--- src/input_mapper_pkg.sv ---
// constants, codes, register map and carrier types of the input function mapper
// assumes one 200 MHz system clock and a software master on APB
package input_mapper_pkg;

   localparam int          NUM_INPUTS = 6;
   localparam int          CODE_W     = 5;
   localparam int          ADDR_W     = 12;

   // ************************************************************
   // function codes
   // ************************************************************
   localparam logic [4:0]  FN_NONE         = 5'h00;
   localparam logic [4:0]  FN_START_STOP   = 5'h01;
   localparam logic [4:0]  FN_START_3W     = 5'h02;
   localparam logic [4:0]  FN_STOP_3W      = 5'h03;
   localparam logic [4:0]  FN_GEN_ENABLE   = 5'h04;
   localparam logic [4:0]  FN_SOURCE       = 5'h05;
   localparam logic [4:0]  FN_JOG          = 5'h06;
   localparam logic [4:0]  FN_DIRECTION    = 5'h07;
   localparam logic [4:0]  FN_EXT_FAULT    = 5'h08;
   localparam logic [4:0]  FN_EXT_ALARM    = 5'h09;
   localparam logic [4:0]  FN_BRAKE        = 5'h0A;
   localparam logic [4:0]  FN_FAULT_RESET  = 5'h0B;
   localparam logic [4:0]  FN_LOAD_USER    = 5'h0C;
   localparam logic [4:0]  FN_EMERGENCY    = 5'h0E;
   localparam logic [4:0]  FN_THERM_ALARM  = 5'h0F;
   localparam logic [4:0]  FN_THERM_FAULT  = 5'h10;
   localparam logic [4:0]  FN_MAX          = 5'h10;

   // input positions with private codes
   localparam int          EMERGENCY_INPUT = 2;
   localparam int          THERMISTOR_INPUT = 5;

   // ************************************************************
   // selector reset values, first input at index 0
   // ************************************************************
   localparam logic [4:0]  SEL_RESET [NUM_INPUTS] = '{5'h02, 5'h03, 5'h00,
                                                     5'h00, 5'h00, 5'h00};

   // ************************************************************
   // register map (byte addresses)
   // ************************************************************
   localparam logic [11:0] REG_SEL_BASE    = 12'h000;
   localparam logic [11:0] REG_INPUT_STAT  = 12'h018;
   localparam logic [11:0] REG_FUNC_STAT   = 12'h01C;

   // ************************************************************
   // carrier types
   // ************************************************************
   typedef struct packed {
      logic start_request;
      logic start_pulse;
      logic stop_pulse;
      logic general_enable;
      logic remote_select;
      logic jog;
      logic forward_contactor;
      logic reverse_contactor;
      logic external_fault;
      logic external_alarm;
      logic brake_permit;
      logic fault_reset;
      logic load_user_one;
      logic load_user_two;
      logic emergency_mode;
      logic emergency_run;
      logic thermistor_alarm;
      logic thermistor_fault;
   } control_out_t;

   localparam int          CONTROL_W = $bits(control_out_t);

   typedef struct packed {
      logic        level;
      logic        rise;
      logic        fall;
   } input_event_t;

endpackage

--- src/input_sync.sv ---
// one field input: three-stage synchroniser, debounced level and edge pulses
// assumes the input is asynchronous to i_clock
`timescale 1ns/1ps
module input_sync (
   input  wire logic                          i_clock,
   input  wire logic                          i_rst,
   input  wire logic                          i_clock_enable,
   input  wire logic                          i_pin,
   output input_mapper_pkg::input_event_t     o_event
);
   import input_mapper_pkg::*;

   logic stage1;
   logic stage2;
   logic stage3;

   // ************************************************************
   // synchroniser chain
   // ************************************************************
   always_ff @(posedge i_clock or posedge i_rst) begin
      if (i_rst) begin
         stage1 <= 1'b0;
         stage2 <= 1'b0;
         stage3 <= 1'b0;
      end else if (i_clock_enable) begin
         stage1 <= i_pin;
         stage2 <= stage1;
         stage3 <= stage2;
      end
   end

   // ************************************************************
   // level and edges, only once stages two and three agree
   // ************************************************************
   always_ff @(posedge i_clock or posedge i_rst) begin
      if (i_rst) begin
         o_event <= '0;
      end else if (i_clock_enable) begin
         o_event.rise <= (stage2 == stage3) && stage3 && !o_event.level;
         o_event.fall <= (stage2 == stage3) && !stage3 && o_event.level;
         if (stage2 == stage3) begin
            o_event.level <= stage3;
         end
      end
   end

endmodule

--- src/input_mapper.sv ---
// six-input function mapper with its APB register file
// assumes i_motor_enabled comes from the motor core on the same clock
`timescale 1ns/1ps
module input_mapper (
   input  wire logic                             i_clock,
   input  wire logic                             i_rst,
   input  wire logic                             i_clock_enable,
   input  wire logic [input_mapper_pkg::NUM_INPUTS-1:0] i_control_input,
   input  wire logic                             i_motor_enabled,
   input  wire logic                             psel,
   input  wire logic                             penable,
   input  wire logic                             pwrite,
   input  wire logic [input_mapper_pkg::ADDR_W-1:0] paddr,
   input  wire logic [31:0]                      pwdata,
   output logic      [31:0]                      prdata,
   output logic                                  pready,
   output logic                                  pslverr,
   output input_mapper_pkg::control_out_t        o_control,
   output logic      [input_mapper_pkg::NUM_INPUTS-1:0] o_input_status
);
   import input_mapper_pkg::*;

   // ************************************************************
   // decoding functions
   // ************************************************************

   // reserved codes, and position-private codes on any other input, fall back to no function
   function automatic logic [4:0] effective_code(input int idx, input logic [4:0] code);
      logic [4:0] result;
      result = code;
      if (code > FN_MAX || code == 5'h0D) begin
         result = FN_NONE;
      end else if (code == FN_EMERGENCY && idx != EMERGENCY_INPUT) begin
         result = FN_NONE;
      end else if ((code == FN_THERM_ALARM || code == FN_THERM_FAULT)
                   && idx != THERMISTOR_INPUT) begin
         result = FN_NONE;
      end
      return result;
   endfunction

   // selector word index for an address, NUM_INPUTS when not a selector
   function automatic logic [2:0] selector_index(input logic [ADDR_W-1:0] addr);
      logic [2:0] result;
      result = 3'(NUM_INPUTS);
      if (addr[1:0] == 2'b00 && addr >= REG_SEL_BASE
          && addr < REG_SEL_BASE + 12'(4 * NUM_INPUTS)) begin
         result = 3'((addr - REG_SEL_BASE) >> 2);
      end
      return result;
   endfunction

   // ************************************************************
   // state
   // ************************************************************
   input_event_t      events     [NUM_INPUTS];
   logic [4:0]        selector   [NUM_INPUTS];
   logic [4:0]        code       [NUM_INPUTS];
   logic              write_ok;
   control_out_t      next_control;
   logic [31:0]       next_prdata;
   logic              next_error;
   logic [2:0]        setup_index;
   logic              access_done;

   // ************************************************************
   // per-input synchronisers and effective codes
   // ************************************************************
   genvar g;
   generate
      for (g = 0; g < NUM_INPUTS; g++) begin : g_input
         input_sync u_sync (
            .i_clock        (i_clock),
            .i_rst          (i_rst),
            .i_clock_enable (i_clock_enable),
            .i_pin          (i_control_input[g]),
            .o_event        (events[g])
         );
         assign code[g] = effective_code(g, selector[g]);
      end
   endgenerate

   // ************************************************************
   // function combination
   // ************************************************************
   always_comb begin
      logic have_start3;
      logic have_stop3;
      logic any_start3_rise;
      logic any_stop3_fall;
      logic brake_seen;
      have_start3     = 1'b0;
      have_stop3      = 1'b0;
      any_start3_rise = 1'b0;
      any_stop3_fall  = 1'b0;
      brake_seen      = 1'b0;
      next_control    = '0;
      // unconfigured functions leave the motor free to run
      next_control.general_enable    = 1'b1;
      next_control.brake_permit      = 1'b1;
      next_control.forward_contactor = 1'b1;
      for (int i = 0; i < NUM_INPUTS; i++) begin
         case (code[i])
            FN_NONE: begin
               // status view only
            end
            FN_START_STOP: begin
               next_control.start_request = events[i].level;
            end
            FN_START_3W: begin
               have_start3     = 1'b1;
               any_start3_rise = any_start3_rise | events[i].rise;
            end
            FN_STOP_3W: begin
               have_stop3     = 1'b1;
               any_stop3_fall = any_stop3_fall | events[i].fall;
            end
            FN_GEN_ENABLE: begin
               // open means disable without ramp
               next_control.general_enable = next_control.general_enable
                                             & events[i].level;
            end
            FN_SOURCE: begin
               next_control.remote_select = events[i].level;
            end
            FN_JOG: begin
               next_control.jog = next_control.jog | events[i].level;
            end
            FN_DIRECTION: begin
               next_control.forward_contactor = !events[i].level;
               next_control.reverse_contactor = events[i].level;
            end
            FN_EXT_FAULT: begin
               next_control.external_fault = next_control.external_fault
                                             | !events[i].level;
            end
            FN_EXT_ALARM: begin
               next_control.external_alarm = next_control.external_alarm
                                             | !events[i].level;
            end
            FN_BRAKE: begin
               // any open input wins over every closed one
               if (!brake_seen) begin
                  next_control.brake_permit = events[i].level;
               end else begin
                  next_control.brake_permit = next_control.brake_permit
                                              & events[i].level;
               end
               brake_seen = 1'b1;
            end
            FN_FAULT_RESET: begin
               // only the edge resets, a held button does nothing more
               next_control.fault_reset = next_control.fault_reset
                                          | events[i].rise;
            end
            FN_LOAD_USER: begin
               if (!i_motor_enabled) begin
                  next_control.load_user_one = next_control.load_user_one
                                               | events[i].rise;
                  next_control.load_user_two = next_control.load_user_two
                                               | events[i].fall;
               end
            end
            FN_EMERGENCY: begin
               next_control.emergency_mode = 1'b1;
               next_control.emergency_run  = events[i].level;
            end
            FN_THERM_ALARM: begin
               // open input means thermistor resistance above trip
               next_control.thermistor_alarm = !events[i].level;
            end
            FN_THERM_FAULT: begin
               next_control.thermistor_fault = !events[i].level;
            end
            default: begin
            end
         endcase
      end
      // a lone three-wire button is ignored, the pair must exist
      next_control.start_pulse = have_start3 & have_stop3 & any_start3_rise;
      next_control.stop_pulse  = have_start3 & have_stop3 & any_stop3_fall;
   end

   // ************************************************************
   // registered control outputs and status view
   // ************************************************************
   always_ff @(posedge i_clock or posedge i_rst) begin
      if (i_rst) begin
         o_control <= '0;
      end else if (i_clock_enable) begin
         o_control <= next_control;
      end
   end

   always_ff @(posedge i_clock or posedge i_rst) begin
      if (i_rst) begin
         o_input_status <= '0;
      end else if (i_clock_enable) begin
         for (int i = 0; i < NUM_INPUTS; i++) begin
            o_input_status[i] <= events[i].level;
         end
      end
   end

   // ************************************************************
   // APB slave: answer prepared in setup, one access cycle
   // ************************************************************
   assign setup_index = selector_index(paddr);
   assign access_done = psel && penable && pready;

   always_comb begin
      next_prdata = 32'h0000_0000;
      next_error  = 1'b0;
      if (setup_index < 3'(NUM_INPUTS)) begin
         next_prdata = {27'h000_0000, selector[setup_index]};
         // selectors are locked while the motor runs
         if (pwrite && (i_motor_enabled || pwdata > 32'(FN_MAX))) begin
            next_error = 1'b1;
         end
      end else if (paddr == REG_INPUT_STAT) begin
         next_prdata = {26'h000_0000, o_input_status};
         next_error  = pwrite;
      end else if (paddr == REG_FUNC_STAT) begin
         next_prdata = {14'h0000, o_control};
         next_error  = pwrite;
      end else begin
         next_error = 1'b1;
      end
   end

   always_ff @(posedge i_clock or posedge i_rst) begin
      if (i_rst) begin
         pready   <= 1'b0;
         pslverr  <= 1'b0;
         prdata   <= 32'h0000_0000;
         write_ok <= 1'b0;
      end else if (i_clock_enable) begin
         if (psel && !penable && !pready) begin
            pready   <= 1'b1;
            pslverr  <= next_error;
            prdata   <= pwrite ? 32'h0000_0000 : next_prdata;
            write_ok <= pwrite && !next_error;
         end else if (access_done) begin
            pready   <= 1'b0;
            pslverr  <= 1'b0;
            prdata   <= 32'h0000_0000;
            write_ok <= 1'b0;
         end
      end
   end

   // ************************************************************
   // function selectors
   // ************************************************************
   always_ff @(posedge i_clock or posedge i_rst) begin
      if (i_rst) begin
         for (int i = 0; i < NUM_INPUTS; i++) begin
            selector[i] <= SEL_RESET[i];
         end
      end else if (i_clock_enable) begin
         if (access_done && write_ok && setup_index < 3'(NUM_INPUTS)) begin
            selector[setup_index] <= pwdata[4:0];
         end
      end
   end

endmodule

--- config.mk ---
export PLATFORM = sky130hd
export DESIGN_NAME = input_mapper
export DESIGN_NICKNAME = d
export VERILOG_FILES = /design/src/input_mapper_pkg.sv /design/src/input_sync.sv /design/src/input_mapper.sv
export SDC_FILE = /design/constraint.sdc
export NUM_CORES = 1
export LEC_CHECK = 0
export ABC_CLOCK_PERIOD_IN_PS = 3200
export BUFFER_PORTS_ARGS = -buffer_cell sky130_fd_sc_hd__buf_2
export CAP_MARGIN = 20
export CORE_ASPECT_RATIO = 1.1
export CORE_UTILIZATION = 45
export CTS_CLUSTER_DIAMETER = 80
export CTS_CLUSTER_SIZE = 28
export DETAILED_ROUTE_END_ITERATION = 16
export GPL_TIMING_DRIVEN = 0
export PLACE_DENSITY = 0.66
export SYNTH_ARGS = -nofsm -noshare
export SYNTH_HDL_FRONTEND = slang
export SYNTH_HIERARCHICAL = 1
export SYNTH_SLANG_ARGS = --single-unit
--- constraint.sdc ---
create_clock -name i_clock -period 3.2 [get_ports i_clock]
set_clock_uncertainty 0.2 [all_clocks]
set_input_delay 0.64 -clock i_clock [delete_from_list [all_inputs] [get_ports i_clock]]
set_output_delay 0.64 -clock i_clock [all_outputs]
set_load 0.005 [all_outputs]
==> qor.csv <==
metric;value;unit
status;finished clean;
hold_viol_final;0;
leakagePower;3.55;nW
worstSetupStartpointType;flip-flop;
grt_max_degree;57;
routed_via_density;5.72;
die_y;129;microns
mostFrequentLayoutCell;dfrtp_1;
pwr-share-comb;15.1;%
area_growth;17.1;%
antenna_found_initial;0;
finalSetupViolCount;0;
synth_area_leaders;dfrtp_1 41%, mux2_2 6.5%, o21ai_0 3.1%;
min-delay-path-class;in2async;
period_share;74.8;%
cp_top_family;simple AND/OR/NAND/NOR gates;
synth_area_leader_cell;dfrtp_1;
ctsResizeCount;0;
syn_area_per_cell;10.2;sq um
report.final.slew_viol_count;0;
ant_nets;0;
synth_edf_count;0;
yosys_most_used_dff;dfrtp_1;
layout-drive-gt1-share;30.6;%
worst_pin_slew;0.765;ns
worst_path_largest_cell_delay;0.63;ns
grt_pass1_wl;30700;microns
crit_arrival;2.44;ns
crit_required;3.25;ns
seqPwrFrac;49.6;%
p_switching;0.986;mW
period_needed;2.40;ns
power_density;444;mW/mm^2
vias;5494;
synth_cell_types;80;
dp_cells;944;
post-cts-setup-buffers;0;
ys.warnings.count;6;
ys_seq_area_share;42.5;%
path_clk_slew;0.08;ns
first_pass_iters;6;
syn_inst;645;
swShare;29.0;%
final_cell_count_no_fill;960;
power.total;3.40;mW
cp_max_fo;9;
dp.final_hpwl;15500;microns
root_buffer;clkbuf_16;
num_antenna_cells;0;
ctsHoldBuffers;0;
h-tree-depth;3;
drcViolationCount;0;
syn-cell-area;0.00655;sq mm
gp_congestion;0.905;
start_util;46.7;%
path_class;reg2reg;
cts_buffer_depth;2;
num_io_pins;115;
cts_tree;yes;
die_area;0.0150;sq mm
rsz0062_at_grt;false;
endpoint_kind;flip-flop;
netlist.area_leader.share;41.3;%
cts_sinks;111;
wirelength;19800;microns
core_area;0.0140;sq mm
clock_latency;0.37;ns
worstReg2RegStart;selector[9]$_DFFE_PP0P_;
reg2reg_to;o_control[10]$_DFFE_PP0P_;
gr-total-overflow;0;
critPathSlowestCell;nor3b_1;
crit_chain;clkbuf_1 -> nor3b_1 -> nor2b_1 -> a21oi_1 -> a221oi_2 -> nor2_1;
final_cell_mix;108 x dfrtp_1, 104 x buf_2, 45 x nand2_1;
ir_drop;268;uV
clkPwrFrac;35.3;%
reg2reg_depth;6;
routedWlPerCell;20.6;microns
fmaxAchievable;0.418;GHz
power.internal;2.42;mW
maxSlewHeadroom;48.3;%
synth_seq_cells;111;
async_flop_share;100;%
grt_usage;28.1;%
cts-buffers-inserted;9;
port_buffers;97;
path_buf_inv;1;
die_width;117;microns
r2r_setup_slack;0.80;ns
drtIter0Drc;456;
fin_nets;836;
finish.utilization;54.7;%
num_rows;45;
cap_violations;0;
grt_pass1_vias;5518;
[stage by stage]
| stage | area [sq um] | setup TNS [ns] | worst slack [ns] | hold slack, ns |
|---|---|---|---|---|
| 2_1_floorplan | 6600 | 0 | 0.455 | 0.231 |
| 3_3_place_gp | 7320 | -45.87 | -0.648 | 0.260 |
| 3_5_place_dp | 7350 | 0 | 0.600 | 0.271 |
| 4_1_cts | 7670 | 0 | 0.791 | 0.0881 |
| 5_1_grt | 7670 | 0 | 0.588 | 0.106 |
| 6_report | 7670 | 0 | 0.805 | 0.0811 |
[cell families after synthesis]
kind of cell	after synthesis	share of synthesized area, %
and+or+nand+nor	231	21.6
AOI/OAI and AO/OA	127	13.6
DFF	111	42.5
buffers and inverters	98	7.72
muxes	64	12.2
adders and majority gates	12	2.29
other	1	0.0572
xor gates and xnor gates	1	0.134
[power groups by stage]
| stage | clock (mW) | combinational, mW | sequential, mW |
|---|---|---|---|
| floorplan | 0 | 0.341 | 1.65 |
| global placement | 0 | 0.487 | 1.71 |
| detailed placement | 0 | 0.516 | 1.72 |
| CTS | 1.22 | 0.518 | 1.69 |
| global route | 1.27 | 0.575 | 1.71 |
| finish | 1.20 | 0.512 | 1.69 |
[registers in the layout (all words and copies together), names as in the netlist]
signal,count
selector,30
g_input.u_sync/o_event,18
o_control,18
prdata,18
g_input.u_sync/stage1,6
g_input.u_sync/stage2,6
g_input.u_sync/stage3,6
o_input_status,6
pready,1
pslverr,1
write_ok,1
[worst max-delay path by stage]
stage                                  from                        end  slack (ns)  depth (start not counted)
finish              selector[9]$_DFFE_PP0P_  o_control[10]$_DFFE_PP0P_        0.80                          6
global route        selector[6]$_DFFE_PP0P_  o_control[16]$_DFFE_PP0P_        0.59                          6
CTS                 selector[9]$_DFFE_PP0P_  o_control[10]$_DFFE_PP0P_        0.79                          6
detailed placement                paddr[10]   selector[17]$_DFFE_PP0P_        0.60                          7
global placement                      i_rst     prdata[12]$_DFFE_PP0P_       -0.65                          2
floorplan                             i_rst   o_control[0]$_DFFE_PP0P_        0.45                          1
[cell type report]
type	instances	area, sq um
clock inverter	6	80.1
tap	188	235
sequential	111	2780
fill	1261	6350
timing repair buffer	98	513
multi-input combinational	449	3310
buffer	53	337
clock buffer	10	239
inverter	45	171
[layer usage]
metal  global-route usage [%]  up-vias  share of wire (%)
met3                     5.46       40                5.4
met5                        0        -                  0
li1                         -     2568                  -
met1                     35.4     2700                 44
met4                     13.5        0                3.7
met2                     46.2      186                 47
[synthesized netlist by cell type (4+ instances only)]
cell type / n
a21oi_1: 6
nand2b_1: 16
ha_1: 12
nor3_1: 16
a22o_1: 12
a211oi_1: 4
nor2b_4: 6
buf_6: 8
nor4_1: 21
a31oi_1: 6
nand4_1: 6
o2bb2ai_1: 4
o22ai_1: 10
clkbuf_1: 19
a22oi_1: 5
inv_1: 44
buf_2: 7
a211o_1: 4
nand3b_1: 8
mux2_2: 38
or3_1: 9
buf_4: 18
o32ai_1: 7
nor2_1: 27
mux2i_1: 11
nand2_1: 45
nor2b_1: 16
nand3_1: 25
dfrtp_1: 108
mux2_4: 11
o21ai_0: 41
Note: power is estimated with default switching activity, not from simulation.
